[config.mk]
export PLATFORM = sky130hd
export DESIGN_NAME = cdaw_core
export DESIGN_NICKNAME = d
export VERILOG_FILES = /design/src/cdaw_pkg.sv /design/src/cdaw_core.sv /design/src/cdaw_alu8.sv /design/src/cdaw_alu16.sv
export SDC_FILE = /design/constraint.sdc
export NUM_CORES = 1
export LEC_CHECK = 0
export BUFFER_PORTS_ARGS = -buffer_cell sky130_fd_sc_hd__buf_2
export CAP_MARGIN = 20
export CORE_ASPECT_RATIO = 1.25
export CORE_MARGIN = 3
export CORE_UTILIZATION = 35
export CTS_BUF_LIST = sky130_fd_sc_hd__clkbuf_4 sky130_fd_sc_hd__clkbuf_8
export DETAILED_ROUTE_END_ITERATION = 8
export GPL_TIMING_DRIVEN = 0
export PLACE_DENSITY = 0.53
export SYNTH_ARGS = -nofsm -noshare
export SYNTH_HDL_FRONTEND = slang
export SYNTH_SLANG_ARGS = --single-unit
[constraint.sdc]
create_clock -name I_CORE_CLK -period 5.75 [get_ports I_CORE_CLK]
set_clock_uncertainty 0.15 [all_clocks]
set_input_delay 0.2875 -clock I_CORE_CLK [delete_from_list [all_inputs] [get_ports I_CORE_CLK]]
set_output_delay 0.2875 -clock I_CORE_CLK [all_outputs]
set_load 0.005 [all_outputs]
[src/cdaw_pkg.sv]
// package: constants and types of the arithmetic and control decoder
package cdaw_pkg;
    // ======================================================
    // flag register bit positions
    localparam int FLAG_S  = 7;
    localparam int FLAG_Z  = 6;
    localparam int FLAG_H  = 4;
    localparam int FLAG_PV = 2;
    localparam int FLAG_N  = 1;
    localparam int FLAG_C  = 0;
    // ======================================================
    // prefix and opcode bytes
    localparam logic [7:0] PFX_NONE = 8'h00;
    localparam logic [7:0] PFX_ED   = 8'hED;
    localparam logic [7:0] PFX_DD   = 8'hDD;
    localparam logic [7:0] PFX_FD   = 8'hFD;
    localparam logic [7:0] OP_ADJ   = 8'h27;
    localparam logic [7:0] OP_INV   = 8'h2F;
    localparam logic [7:0] OP_TGL   = 8'h3F;
    localparam logic [7:0] OP_SET   = 8'h37;
    localparam logic [7:0] OP_IDLE  = 8'h00;
    localparam logic [7:0] OP_HALT  = 8'h76;
    localparam logic [7:0] OP_IOF   = 8'hF3;
    localparam logic [7:0] OP_ION   = 8'hFB;
    localparam logic [7:0] OP_TWO   = 8'h44;
    localparam logic [7:0] OP_MD0   = 8'h46;
    localparam logic [7:0] OP_MD1   = 8'h56;
    localparam logic [7:0] OP_MD2   = 8'h5E;
    localparam logic [7:0] OP_INCX  = 8'h23;
    localparam logic [7:0] OP_DECX  = 8'h2B;
    // ======================================================
    // clock states per instruction
    localparam logic [4:0] T_SHORT = 5'h04;
    localparam logic [4:0] T_PFX   = 5'h08;
    localparam logic [4:0] T_ADD16 = 5'h0B;
    localparam logic [4:0] T_WIDE  = 5'h0F;
    localparam logic [4:0] T_STEP  = 5'h06;
    localparam logic [4:0] T_XSTEP = 5'h0A;
    localparam logic [4:0] T_M1    = 5'h04;
    // ======================================================
    // reset values
    localparam logic [7:0]  RST_ACC   = 8'hFF;
    localparam logic [7:0]  RST_FLAGS = 8'hFF;
    localparam logic [15:0] RST_PAIR  = 16'h0000;
    localparam logic [15:0] RST_SP    = 16'hFFFF;
    // ======================================================
    // types
    typedef enum logic [1:0] {
        ST_FETCH = 2'b00, ST_PREFIX = 2'b01,
        ST_EXEC  = 2'b10, ST_HALT   = 2'b11
    } cdaw_state_e;
    typedef enum logic [2:0] {
        A8_ADJ = 3'b000, A8_INV = 3'b001, A8_TWO = 3'b010,
        A8_TGL = 3'b011, A8_SET = 3'b100, A8_PASS = 3'b101
    } cdaw_a8op_e;
    typedef enum logic [2:0] {
        A16_ADD = 3'b000, A16_ADC = 3'b001, A16_SUB = 3'b010,
        A16_INC = 3'b011, A16_DEC = 3'b100
    } cdaw_a16op_e;
    typedef struct packed {
        logic [7:0]  acc;
        logic [7:0]  flags;
        logic [15:0] first_pair;
        logic [15:0] second_pair;
        logic [15:0] primary_pointer_pair;
        logic [15:0] stack_pointer;
        logic [15:0] first_index_register;
        logic [15:0] second_index_register;
    } cdaw_regs_s;
endpackage

[src/cdaw_core.sv]
// decoder and executor for the control and wide-arithmetic groups
//
// Behaviour
// - byte 27 decimal-adjusts A in 4 states; S Z H C, parity, N kept
// - ED 44 negates A in 8 states; N set, overflow, S Z H C
// - byte 3F toggles carry in 4 states, clears N
// - byte 00 takes 4 states and changes nothing
// - F3 clears, FB sets the interrupt enable latch, 4 states each
// - no interrupt sampling at the end of F3 or FB
// - plain pair add into pointer pair: 11 states, N clear, carry
// - ED add with carry into pointer pair: 15 states, S Z V C, N clear
// - ED subtract with borrow from pointer pair: 15 states, N set
// - DD pair add into first index: 15 states, N clear, carry
// - FD pair add into second index: same as the first index form
// - plain pair step up or down: 6 states, no flag change
// - DD or FD then 23 or 2B steps an index in 10 states
// - pair field 00 first, 01 second, 10 pointer, 11 stack pointer
// - under DD or FD, field 10 names the index register itself
`timescale 1ns/100ps
`default_nettype none
module cdaw_core
    import cdaw_pkg::*;
(
    // clock and reset
    input  wire logic       I_CORE_CLK,
    input  wire logic       I_RST_N,
    // instruction byte stream
    input  wire logic       I_OP_VALID,
    input  wire logic [7:0] I_OP_BYTE,
    output logic            O_OP_READY,
    // architectural state
    output var cdaw_regs_s  O_REGS,
    output logic            O_IEN,
    output logic [1:0]      O_IMODE,
    output logic            O_HALTED,
    // instruction end
    output logic            O_DONE,
    output logic            O_INT_SAMPLE
);
    // ======================================================
    // reset release
    logic rst_meta;
    logic rst_n;
    always_ff @(posedge I_CORE_CLK or negedge I_RST_N) begin
        if (!I_RST_N) begin
            rst_meta <= 1'b0;
            rst_n <= 1'b0;
        end else begin
            rst_meta <= 1'b1;
            rst_n <= rst_meta;
        end
    end

    // ======================================================
    // helpers
    function automatic logic [4:0] states_of(
        input logic [7:0] p,
        input logic [7:0] o
    );
        logic add_form;
        add_form = (o[7:6] == 2'b00) && (o[3:0] == 4'h9);
        if (p == PFX_ED)
            return (o[7:6] == 2'b01 && o[2:0] == 3'b010)
                ? T_WIDE : T_PFX;
        if (p != PFX_NONE)
            return add_form ? T_WIDE
                : ((o == OP_INCX || o == OP_DECX) ? T_XSTEP : T_PFX);
        if (add_form)
            return T_ADD16;
        if (o[7:6] == 2'b00 && o[2:0] == 3'b011)
            return T_STEP;
        return T_SHORT;
    endfunction

    // field 10 names the pointer pair or the selected index
    function automatic logic [15:0] pair_read(
        input cdaw_regs_s r,
        input logic [1:0] field,
        input logic [1:0] xs
    );
        unique case (field)
            2'b00: return r.first_pair;
            2'b01: return r.second_pair;
            2'b10: return (xs == 2'd1) ? r.first_index_register
                : (xs == 2'd2) ? r.second_index_register
                : r.primary_pointer_pair;
            default: return r.stack_pointer;
        endcase
    endfunction

    function automatic cdaw_regs_s pair_write(
        input cdaw_regs_s r,
        input logic [1:0] field,
        input logic [1:0] xs,
        input logic [15:0] v
    );
        cdaw_regs_s w;
        w = r;
        unique case (field)
            2'b00: w.first_pair = v;
            2'b01: w.second_pair = v;
            2'b10: begin
                if (xs == 2'd1)
                    w.first_index_register = v;
                else if (xs == 2'd2)
                    w.second_index_register = v;
                else
                    w.primary_pointer_pair = v;
            end
            default: w.stack_pointer = v;
        endcase
        return w;
    endfunction

    // ======================================================
    // sequencing
    cdaw_state_e state;
    logic [4:0]  cnt;
    logic [4:0]  tot;
    logic [7:0]  pfx;
    logic [7:0]  op;
    logic        take;
    logic        done;
    logic        is_prefix;

    assign O_OP_READY = (state == ST_FETCH)
        || (state == ST_PREFIX && cnt == T_M1);
    assign take = I_OP_VALID && O_OP_READY;
    assign done = (state == ST_EXEC) && (cnt == tot - 5'd1);
    assign is_prefix = (I_OP_BYTE == PFX_ED)
        || (I_OP_BYTE == PFX_DD) || (I_OP_BYTE == PFX_FD);

    // each clock is one state; a second byte waits for the first M1
    always_ff @(posedge I_CORE_CLK or negedge rst_n) begin
        if (!rst_n) begin
            state <= ST_FETCH;
            cnt <= 5'h00;
            tot <= T_SHORT;
            pfx <= PFX_NONE;
            op <= OP_IDLE;
        end else begin
            unique case (state)
                ST_FETCH: begin
                    if (take) begin
                        cnt <= 5'h01;
                        if (is_prefix) begin
                            pfx <= I_OP_BYTE;
                            state <= ST_PREFIX;
                        end else begin
                            pfx <= PFX_NONE;
                            op <= I_OP_BYTE;
                            tot <= states_of(PFX_NONE, I_OP_BYTE);
                            state <= ST_EXEC;
                        end
                    end
                end
                ST_PREFIX: begin
                    if (take) begin
                        op <= I_OP_BYTE;
                        tot <= states_of(pfx, I_OP_BYTE);
                        cnt <= T_M1 + 5'd1;
                        state <= ST_EXEC;
                    end else if (cnt != T_M1) begin
                        cnt <= cnt + 5'd1;
                    end
                end
                ST_EXEC: begin
                    cnt <= cnt + 5'd1;
                    if (done)
                        state <= (pfx == PFX_NONE && op == OP_HALT)
                            ? ST_HALT : ST_FETCH;
                end
                ST_HALT: begin
                    // no wake logic here: only reset leaves halt
                end
            endcase
        end
    end

    // ======================================================
    // decode of the instruction in flight
    logic [1:0]  xs;
    logic [1:0]  field;
    logic        plain;
    logic        add16;
    logic        step16;
    logic        wide_ed;
    logic        latch_op;
    cdaw_a8op_e  a8op;
    cdaw_a16op_e a16op;

    assign plain = (pfx == PFX_NONE);
    assign xs = (pfx == PFX_DD) ? 2'd1 : (pfx == PFX_FD) ? 2'd2 : 2'd0;
    assign field = op[5:4];
    assign add16 = (plain || xs != 2'd0)
        && op[7:6] == 2'b00 && op[3:0] == 4'h9;
    assign step16 = op[7:6] == 2'b00 && op[2:0] == 3'b011
        && (plain || (xs != 2'd0 && field == 2'b10));
    assign wide_ed = (pfx == PFX_ED) && op[7:6] == 2'b01
        && op[2:0] == 3'b010;
    assign latch_op = plain && (op == OP_IOF || op == OP_ION);

    always_comb begin
        a8op = A8_PASS;
        if (plain && op == OP_ADJ)
            a8op = A8_ADJ;
        else if (plain && op == OP_INV)
            a8op = A8_INV;
        else if (pfx == PFX_ED && op == OP_TWO)
            a8op = A8_TWO;
        else if (plain && op == OP_TGL)
            a8op = A8_TGL;
        else if (plain && op == OP_SET)
            a8op = A8_SET;
    end

    always_comb begin
        if (step16)
            a16op = op[3] ? A16_DEC : A16_INC;
        else if (wide_ed)
            a16op = op[3] ? A16_ADC : A16_SUB;
        else
            a16op = A16_ADD;
    end

    // ======================================================
    // datapath
    cdaw_regs_s  regs;
    logic [7:0]  a8_acc;
    logic [7:0]  a8_flags;
    logic [15:0] w_a;
    logic [15:0] w_b;
    logic [15:0] w_sum;
    logic        w_carry;
    logic        w_ovf;

    assign w_a = step16 ? pair_read(regs, field, xs)
        : pair_read(regs, 2'b10, xs);
    assign w_b = pair_read(regs, field, xs);

    cdaw_alu8 u_alu8 (
        .i_op    (a8op),
        .i_acc   (regs.acc),
        .i_flags (regs.flags),
        .o_acc   (a8_acc),
        .o_flags (a8_flags)
    );

    cdaw_alu16 #(
        .W (16)
    ) u_alu16 (
        .i_op    (a16op),
        .i_cin   (regs.flags[FLAG_C]),
        .i_a     (w_a),
        .i_b     (w_b),
        .o_sum   (w_sum),
        .o_carry (w_carry),
        .o_ovf   (w_ovf)
    );

    // ======================================================
    // register write-back at the last state
    always_ff @(posedge I_CORE_CLK or negedge rst_n) begin
        if (!rst_n) begin
            regs <= '{RST_ACC, RST_FLAGS, RST_PAIR, RST_PAIR,
                RST_PAIR, RST_SP, RST_PAIR, RST_PAIR};
        end else if (done) begin
            if (a8op != A8_PASS) begin
                regs.acc <= a8_acc;
                regs.flags <= a8_flags;
            end else if (step16) begin
                regs <= pair_write(regs, field, xs, w_sum);
            end else if (add16) begin
                // H is undefined here and simply kept
                regs <= pair_write(regs, 2'b10, xs, w_sum);
                regs.flags[FLAG_C] <= w_carry;
                regs.flags[FLAG_N] <= 1'b0;
            end else if (wide_ed) begin
                regs.primary_pointer_pair <= w_sum;
                regs.flags[FLAG_S] <= w_sum[15];
                regs.flags[FLAG_Z] <= (w_sum == 16'h0000);
                regs.flags[FLAG_PV] <= w_ovf;
                regs.flags[FLAG_C] <= w_carry;
                regs.flags[FLAG_N] <= (a16op == A16_SUB);
            end
        end
    end

    // ======================================================
    // interrupt controls
    logic       ien;
    logic [1:0] imode;
    always_ff @(posedge I_CORE_CLK or negedge rst_n) begin
        if (!rst_n) begin
            ien <= 1'b0;
            imode <= 2'd0;
        end else if (done) begin
            if (plain && op == OP_IOF)
                ien <= 1'b0;
            if (plain && op == OP_ION)
                ien <= 1'b1;
            if (pfx == PFX_ED && op == OP_MD0)
                imode <= 2'd0;
            if (pfx == PFX_ED && op == OP_MD1)
                imode <= 2'd1;
            if (pfx == PFX_ED && op == OP_MD2)
                imode <= 2'd2;
        end
    end

    // ======================================================
    // outputs
    assign O_REGS = regs;
    assign O_IEN = ien;
    assign O_IMODE = imode;
    assign O_HALTED = (state == ST_HALT);
    assign O_DONE = done;
    // one more instruction must run before a freshly set latch acts
    assign O_INT_SAMPLE = done && ien && !latch_op;
endmodule // cdaw_core
`default_nettype wire

[src/cdaw_alu8.sv]
// accumulator and carry-flag operations
`timescale 1ns/100ps
`default_nettype none
module cdaw_alu8
    import cdaw_pkg::*;
(
    // operation
    input  wire cdaw_a8op_e i_op,
    // operands
    input  wire logic [7:0] i_acc,
    input  wire logic [7:0] i_flags,
    // results
    output logic [7:0]      o_acc,
    output logic [7:0]      o_flags
);
    // ======================================================
    // result
    always_comb begin
        logic [7:0] corr;
        corr = 8'h00;
        o_acc = i_acc;
        o_flags = i_flags;
        unique case (i_op)
            A8_ADJ: begin
                if (i_flags[FLAG_H] || i_acc[3:0] > 4'h9)
                    corr[3:0] = 4'h6;
                if (i_flags[FLAG_C] || i_acc > 8'h99)
                    corr[7:4] = 4'h6;
                o_acc = i_flags[FLAG_N] ? i_acc - corr : i_acc + corr;
                o_flags[FLAG_C] = i_flags[FLAG_C] | (i_acc > 8'h99);
                o_flags[FLAG_H] = i_flags[FLAG_N]
                    ? (i_flags[FLAG_H] && i_acc[3:0] < 4'h6)
                    : (i_acc[3:0] > 4'h9);
                // parity: even count of ones sets the flag
                o_flags[FLAG_PV] = ~^o_acc;
            end
            A8_INV: begin
                o_acc = ~i_acc;
                o_flags[FLAG_H] = 1'b1;
                o_flags[FLAG_N] = 1'b1;
            end
            A8_TWO: begin
                o_acc = 8'h00 - i_acc;
                o_flags[FLAG_H]  = (i_acc[3:0] != 4'h0);
                o_flags[FLAG_PV] = (i_acc == 8'h80);
                o_flags[FLAG_C]  = (i_acc != 8'h00);
                o_flags[FLAG_N]  = 1'b1;
            end
            A8_TGL: begin
                o_flags[FLAG_C] = ~i_flags[FLAG_C];
                o_flags[FLAG_N] = 1'b0;
            end
            A8_SET: begin
                o_flags[FLAG_C] = 1'b1;
                o_flags[FLAG_H] = 1'b0;
                o_flags[FLAG_N] = 1'b0;
            end
            default: begin
            end
        endcase
        if (i_op == A8_ADJ || i_op == A8_TWO) begin
            o_flags[FLAG_S] = o_acc[7];
            o_flags[FLAG_Z] = (o_acc == 8'h00);
        end
    end
endmodule // cdaw_alu8
`default_nettype wire

[src/cdaw_alu16.sv]
// sixteen-bit add, subtract and step unit
`timescale 1ns/100ps
`default_nettype none
module cdaw_alu16
    import cdaw_pkg::*;
#(
    parameter int W = 16
) (
    // operation
    input  wire cdaw_a16op_e  i_op,
    input  wire logic         i_cin,
    // operands
    input  wire logic [W-1:0] i_a,
    input  wire logic [W-1:0] i_b,
    // results
    output logic [W-1:0]      o_sum,
    output logic              o_carry,
    output logic              o_ovf
);
    if (W < 2) begin : g_bad_width
        $error("cdaw_alu16: width below two");
    end

    logic [W:0] wide;
    logic [W:0] ext_a;
    logic [W:0] ext_b;
    logic [W:0] ext_c;

    assign ext_a = {1'b0, i_a};
    assign ext_b = {1'b0, i_b};
    assign ext_c = {{W{1'b0}}, i_cin};

    // ======================================================
    // sum and flags
    always_comb begin
        unique case (i_op)
            A16_ADD: wide = ext_a + ext_b;
            A16_ADC: wide = ext_a + ext_b + ext_c;
            A16_SUB: wide = ext_a - ext_b - ext_c;
            A16_INC: wide = ext_a + {{W{1'b0}}, 1'b1};
            A16_DEC: wide = ext_a - {{W{1'b0}}, 1'b1};
            default: wide = ext_a;
        endcase
    end

    assign o_sum   = wide[W-1:0];
    // the borrow of a subtract lands in the top bit as well
    assign o_carry = wide[W];
    assign o_ovf   = (i_op == A16_SUB)
        ? (i_a[W-1] != i_b[W-1]) && (o_sum[W-1] != i_a[W-1])
        : (i_a[W-1] == i_b[W-1]) && (o_sum[W-1] != i_a[W-1]);
endmodule // cdaw_alu16
`default_nettype wire

# Yosys cells after proc, flatten, opt, wreduce, memory -nomap -nowiden
# Cells that the tools add are included.
[op_classes]
n_lt_le_gt_ge = 3
n_bitwise = 5
n_reduce_logical = 84
n_mux = 112
n_eq_ne = 62
n_shift = 0
addsub = 11
n_div = 0
mul = 0
[op_table]
columns = ["op", "count"]
rows = [
  ["2-to-1 mux 16 bit", 15],
  ["2-to-1 mux 104 bit", 1],
  ["2-to-1 mux 5 bit", 18],
  ["one-hot mux 17 bit (5 select lines)", 1],
  ["equality test 8 bit (second input constant)", 9],
  ["2-to-1 mux 32 bit", 2],
  ["equality test 8 x 6 -> 1 bit (second input constant)", 6],
  ["one-hot mux 16 bit (3 select lines)", 1],
  ["equality test 8 x 7 -> 1 bit (second input constant)", 5],
  ["2-to-1 mux 8 bit", 5],
  ["2-to-1 mux 3 bit", 12],
  ["AND reduction 4 bit", 9],
  ["2-to-1 mux 2 bit", 16],
  ["logical AND 1 bit", 30],
  ["2-to-1 mux 1 bit", 30],
  ["equality test 3 x 2 -> 1 bit (second input constant)", 8],
  ["one-hot mux 8 bit (3 select lines)", 1],
  ["adder 16 x 1 -> 17 bit (second input constant)", 1],
  ["adder 16 x 16 -> 17 bit", 1],
  ["adder 17 x 1 -> 17 bit", 1],
  ["subtractor 16 x 1 -> 17 bit (second input constant)", 1],
  ["subtractor 16 x 16 -> 17 bit", 1],
  ["subtractor 17 x 1 -> 17 bit", 1],
  ["logical NOT 16 bit", 1],
  ["other kinds (49)", 101],
]
[totals]
ramBits = 0
reg_bits = 143
mem_count = 0
elab_cells = 298
latchBits = 0
romBits = 0

# Logic depth before layout (Yosys ltp)
[logic_depth]
depth_word = 24
ltp_mapped = 25

# By module
# A second synthesis with hierarchy kept.
[hier_totals]
hier_cells = 1444
area_unflattened_um2 = 12664.6
[by_module_without_submodules]
columns = ["module", "cells_per_inst", "area_each_um2", "n_inst"]
rows = [
  ["cdaw_core", 700, 7749.9, 1],
  ["cdaw_alu16", 571, 3860.0, 1],
  ["cdaw_alu8", 173, 1054.8, 1],
]

# Worst setup path after synthesis
# OpenSTA, ideal clock, no wires.
[synth_path]
path_type = "register to register"
start = "register pfx[1]"
end = "register regs, in the netlist O_REGS[30]"
arrival_ns = 4.839
setup_slack_ns = 0.631
stages_incl_launch_ff = 24
setup_time_ns = 0.130
path_buffers = 4
cell_sequence = "dfrtp_1 and4b_1 buf_6 nand3_1 clkbuf_1 clkbuf_1 nand2_1 o21ai_0 mux4_2 nand2_1 nand2_1 ha_1 buf_2 o21a_1 a211o_1 a221oi_2 xnor2_1 or3b_1 nor3_1 xnor2_1 nor2_1 a221oi_1 o21a_1 o21ai_0"
[synth_via]
elab_chain_cells = 14
[synth_lines]
columns = ["element", "line_no", "text"]
rows = [
  ["from (decl)", "cdaw_core.sv:120", "logic [7:0] pfx;"],
  ["from (signal assigned)", "cdaw_core.sv:139", "pfx <= PFX_NONE;"],
  ["from (signal assigned)", "cdaw_core.sv:147", "pfx <= I_OP_BYTE;"],
  ["from (signal assigned)", "cdaw_core.sv:150", "pfx <= PFX_NONE;"],
  ["equality test 8 bit", "cdaw_core.sv:193", "assign xs = (pfx == PFX_DD) ? 2'd1 : (pfx == PFX_FD) ? 2'd2 : 2'd0;"],
  ["2-to-1 mux 2 bit (2 in a row)", "cdaw_core.sv:193", ""],
  ["equality test 2 bit or nonzero test 2 bit (tied branches)", "cdaw_core.sv:85, cdaw_core.sv:195, cdaw_core.sv:198", ""],
  ["2-to-1 mux 16 bit or logical AND 1 bit (tied branches)", "cdaw_core.sv:85, cdaw_core.sv:198", ""],
  ["2-to-1 mux 16 bit or logical OR 1 bit (tied branches)", "cdaw_core.sv:84, cdaw_core.sv:198", ""],
  ["one-hot mux 16 bit (3 select lines) or logical AND 1 bit (tied branches)", "cdaw_core.sv:81, cdaw_core.sv:198", ""],
  ["2-to-1 mux 16 bit", "cdaw_core.sv:237", "assign w_a = step16 ? pair_read(regs, field, xs)"],
  ["subtractor 16 x 16 -> 17 bit or adder 16 x 16 -> 17 bit (tied branches)", "cdaw_alu16.sv:39, cdaw_alu16.sv:37, cdaw_alu16.sv:38", ""],
  ["subtractor 17 x 1 -> 17 bit or adder 17 x 1 -> 17 bit (tied branches)", "cdaw_alu16.sv:39, cdaw_alu16.sv:38", ""],
  ["one-hot mux 17 bit (5 select lines)", "cdaw_alu16.sv:36", "unique case (i_op)"],
  ["2-to-1 mux 16 bit", "cdaw_core.sv:103", "if (xs == 2'd1)"],
  ["2-to-1 mux 32 bit, on equally long branches", "cdaw_core.sv:273, cdaw_core.sv:99", ""],
  ["2-to-1 mux 104 bit", "cdaw_core.sv:271", "end else if (step16) begin"],
  ["to (signal assigned)", "cdaw_core.sv:265", "regs <= '{RST_ACC, RST_FLAGS, RST_PAIR, RST_PAIR,"],
  ["to (signal assigned)", "cdaw_core.sv:272", "regs <= pair_write(regs, field, xs, w_sum);"],
  ["to (signal assigned)", "cdaw_core.sv:275", "regs <= pair_write(regs, 2'b10, xs, w_sum);"],
  ["to (decl)", "cdaw_core.sv:228", "cdaw_regs_s regs;"],
]
# Several ways; a longest one is shown, not always the timed one. The select of a mux whose other input is x is not followed.
# A chain may end at the register's enable or synchronous reset.

# Worst setup path after layout
[layout_path]
start = "register pfx[4]"
end = "register regs, in the netlist O_REGS[63]"
[layout_via]
elab_chain_cells = 15
[layout_lines]
columns = ["element", "line_no", "text"]
rows = [
  ["equality test 8 bit", "cdaw_core.sv:193", ""],
  ["2-to-1 mux 2 bit (2 in a row)", "cdaw_core.sv:193", ""],
  ["equality test 2 bit or nonzero test 2 bit (tied branches)", "n/a", ""],
  ["2-to-1 mux 16 bit or logical AND 1 bit (tied branches)", "cdaw_core.sv:85, cdaw_core.sv:198", ""],
  ["2-to-1 mux 16 bit or logical OR 1 bit (tied branches)", "cdaw_core.sv:84, cdaw_core.sv:198", ""],
  ["one-hot mux 16 bit (3 select lines) or logical AND 1 bit (tied branches)", "cdaw_core.sv:81, cdaw_core.sv:198", ""],
  ["2-to-1 mux 16 bit", "cdaw_core.sv:237", ""],
  ["subtractor 16 x 16 -> 17 bit or adder 16 x 16 -> 17 bit (tied branches)", "cdaw_alu16.sv:39, cdaw_alu16.sv:37, cdaw_alu16.sv:38", ""],
  ["subtractor 17 x 1 -> 17 bit or adder 17 x 1 -> 17 bit (tied branches)", "cdaw_alu16.sv:39, cdaw_alu16.sv:38", ""],
  ["one-hot mux 17 bit (5 select lines)", "cdaw_alu16.sv:36", ""],
  ["2-to-1 mux 16 bit", "cdaw_core.sv:105", "else if (xs == 2'd2)"],
  ["2-to-1 mux 16 bit", "cdaw_core.sv:103", ""],
  ["2-to-1 mux 16 bit, on equally long branches", "cdaw_core.sv:273, cdaw_core.sv:99", ""],
  ["2-to-1 mux 104 bit", "cdaw_core.sv:271", ""],
]
# Several ways; a longest one is shown, not always the timed one. The select of a mux whose other input is x is not followed.

==> flow_metrics.env <==
export IMPL_antenna_cells=0
export IMPL_status="complete, no violations"
export IMPL_p_seq_share_pct=34.5
export IMPL_p_int_mw=2.044
export IMPL_hold_path_class="primary input to register"
export IMPL_yosysWarnings=0
export IMPL_cts_sinks=142
export IMPL_synth_xor_xnor_area_share_pct=4.460
export IMPL_ys_ff_latch=142
export IMPL_totalPowerFinal_mw=3.382
export IMPL_wl_per_cell_um=19.78
export IMPL_hpwl_um=30120
export IMPL_die_area_um2=34180
export IMPL_layout_nets=1599
export IMPL_dr_first_iter_drc_count=731
export IMPL_dr_pass1_iters=5
export IMPL_min_period_ns=5.582
export IMPL_path_class="register to register"
export IMPL_cts_tree="yes"
export IMPL_max_freq_mhz=179.1
export IMPL_p_leak_nw=6.044
export IMPL_grt_max_degree=56
export IMPL_drive_above_1_share_pct=22.07
export IMPL_viasPerCell=5.540
export IMPL_dieWidth_um=166.0
export IMPL_p_per_area_nw_per_um2=253.5
export IMPL_start_kind="register"
export IMPL_maxSlewHeadroom_pct=30.09
export IMPL_tightest_slew_ns=1.039
export IMPL_via_count=10665
export IMPL_maxCapViolCount=0
export IMPL_antenna_found_initial=0
export IMPL_required_ns=5.92
export IMPL_pwr_share_comb_pct=41.3
export IMPL_place_gp_congestion=0.8860
export IMPL_layout_commonest_cell="nand2_1"
export IMPL_finalSetupViolations=0
export IMPL_ys_seq_area_share_pct=32.09
export IMPL_slew_viol_final=0
export IMPL_synth_area_um2=11190
export IMPL_hold_violations=0
export IMPL_whs_ns=0.1907
export IMPL_arrival_ns=5.76
export IMPL_synth_top_flop_cell="dfrtp_1"
export IMPL_async_reset_ff_share_pct=100.0
export IMPL_crit_path_end_kind="register"
export IMPL_die_h_um=205.9
export IMPL_synth_simple_area_share_pct=19.75
export IMPL_clk_pin_slew_worst_paths_ns=0.08
export IMPL_finalCritPeriodShare_pct=97.09
export IMPL_io_pins=130
export IMPL_grt_pass1_vias=10546
export IMPL_overflow=0
export IMPL_gr_usage_all_layers_pct=21.71
export IMPL_switching_share_pct=39.56
export IMPL_path_max_fanout=7
export IMPL_syn_area_per_cell_um2=8.460
export IMPL_mostFrequentLayoutCells="nand2_1 (225), o21ai_0 (160), buf_2 (135)"
export IMPL_switching_power_mw=1.338
export IMPL_cts_buffers=17
export IMPL_drt_wl_total_um=38080
export IMPL_synth_fa_ha_area_share_pct=9.546
export IMPL_synthMuxAreaShare_pct=6.875
export IMPL_irDropWorstVdd_mv=0.2355
export IMPL_clockBufferDepth=2
export IMPL_synthDistinctLibCells=99
export IMPL_synth_compound_area_share_pct=22.50
export IMPL_synth_edff_count=0
export IMPL_initial_core_util_pct=35.81
export IMPL_rows=72
export IMPL_areaGrowthSynthToFinish_pct=19.21
export IMPL_htree_levels=4
export IMPL_root_buffer="clkbuf_8"
export IMPL_syn_inst=1323
export IMPL_clk_latency_ns=0.47
export IMPL_synth_top_family_by_area="compound AO/OA/AOI/OAI gates"
export IMPL_coreArea_um2=31260
export IMPL_drc=0
export IMPL_numPortBuffers=127
export IMPL_drtAntennaViolNets=0
export IMPL_grt_first_pass_wirelength_um=58960
export IMPL_clockPowerShare_pct=24.2
## layer usage
layer / up-vias / GRT usage [%] / wire length (um) / share of wire (%)
li1: 5116 / - / - / -
met5: - / 0 / 0 / 0
met2: 257 / 38.00 / 18540 / 49
met1: 5229 / 27.26 / 16700 / 44
met3: 63 / 3.711 / 1680 / 4.4
met4: 0 / 7.370 / 1162 / 3.1
## registers in the layout, indices dropped and copies added, names as in the netlist
register and count:
O_REGS 110, op 8, pfx 8, cnt 5, tot 4, O_IMODE 2
state 2, O_IEN 1, rst_meta 1, rst_n 1
## power groups by stage
stage | Clock (mW) | Sequential, mW | Combinational [mW]
after floorplan | 0 | 1.16 | 1.01
after detailed placement | 0 | 1.18 | 1.35
after CTS | 0.841 | 1.16 | 1.39
after global placement | 0 | 1.20 | 1.33
final | 0.820 | 1.17 | 1.40
after global routing | 0.883 | 1.18 | 1.55
## area by class of cell
cell class / instances / area [um2]
fillers: 3153 / 17920
repair buffers: 162 / 970.9
clock inverters: 10 / 113.9
clock buffers: 22 / 277.8
inverters: 71 / 270.3
multi-input cells: 1052 / 7318
flip-flops and latches: 142 / 3596
well taps: 407 / 509.2
plain buffers: 59 / 287.8
## through the flow
step	worst slack [ns]	cell area (um2)	std cells	util, %	setup TNS (ns)
after global routing	-0.03173	13340	1925	42.69	-0.1376
after floorplan	0.6311	11200	1325	-	0
after detailed placement	-0.8284	12410	1862	39.71	-20.58
final	0.1675	13340	1925	42.69	0
after CTS	0.01620	13140	1913	42.03	0
after global placement	-0.7924	12350	1859	39.49	-76.66
## worst paths after layout
path                            cells past startpoint  slack [ns]                endpoint                from
min in group asynchronous                           0        0.21      pfx[3]$_DFFE_PN0P_     rst_n$_DFF_PN0_
worst max-delay path                               18        0.17  O_REGS[63]$_DFFE_PN0P_  pfx[4]$_DFFE_PN0P_
worst min register to register                      0        0.21      pfx[3]$_DFFE_PN0P_     rst_n$_DFF_PN0_
worst min-delay path                                5        0.19      cnt[1]$_DFFE_PN0P_          I_OP_VALID
max in group asynchronous                           1        4.50  O_REGS[44]$_DFFE_PN1P_     rst_n$_DFF_PN0_
worst max register to register                     18        0.17  O_REGS[63]$_DFFE_PN0P_  pfx[4]$_DFFE_PN0P_
## timing repair
action | in CTS | in global routing
endpoints found under the setup margin | 55 | 41
hold endpoints to repair | 12 | 0
setup buffers | 9 | 12
gates resized for setup | 33 | 35
hold buffers | 10 | 0
pin swaps | 7 | 11
## cell families after synthesis
family / after synthesis
buf+inv: 131
fa+ha+maj: 83
other cells: 1
mux: 57
xor+xnor: 57
compound gates: 394
simple gates: 458
flops: 142
## cells in the mapped netlist, types with 5 or more instances
| master | count | area, um2 |
|---|---|---|
| dfrtp_1 | 111 | 2778 |
| and3_1 | 8 | 50.05 |
| o21a_1 | 16 | 120.1 |
| nand2b_1 | 13 | 81.33 |
| xor2_1 | 17 | 148.9 |
| buf_2 | 6 | 30.03 |
| nor2_1 | 61 | 229.0 |
| a31oi_1 | 10 | 62.56 |
| nand4_1 | 9 | 56.30 |
| and4b_1 | 5 | 50.05 |
| a21o_1 | 19 | 142.6 |
| buf_1 | 6 | 22.52 |
| a22o_1 | 5 | 43.79 |
| inv_1 | 68 | 255.2 |
| clkbuf_1 | 41 | 153.9 |
| a21oi_1 | 71 | 355.3 |
| o211ai_1 | 9 | 67.56 |
| or3_1 | 7 | 43.79 |
| nor4_1 | 14 | 87.58 |
| nor2b_1 | 13 | 81.33 |
| nand2_1 | 225 | 844.6 |
| nand3_1 | 27 | 135.1 |
| nand3b_1 | 7 | 52.55 |
| mux4_2 | 14 | 315.3 |
| nor3_1 | 27 | 135.1 |
| xnor2_1 | 40 | 350.3 |
| ha_1 | 79 | 988.5 |
| a211o_1 | 7 | 61.31 |
| mux2i_1 | 24 | 240.2 |
| o21ai_0 | 164 | 820.8 |
| mux2_2 | 19 | 214.0 |
| dfstp_2 | 31 | 814.5 |
| nor3b_1 | 5 | 37.54 |
| o31ai_1 | 13 | 97.59 |
| o22ai_1 | 8 | 50.05 |
## critical path, stage by stage (launching register included)
cell	delay, ns
dfrtp_1	0.48
nor4_2	0.36
nand2_1	0.18
nor4_2	0.39
o2bb2ai_1	0.37
ha_1	0.33
fa_1	0.36
clkbuf_2	0.17
a211o_1	0.37
a2111o_1	0.42
o311ai_4	0.15
and4b_2	0.36
nand4b_1	0.18
nor3_2	0.23
a21o_1	0.14
a21oi_1	0.06
a211o_2	0.36
nor2_4	0.25
o21ai_0	0.11
Power figures use the tool's default switching activity.
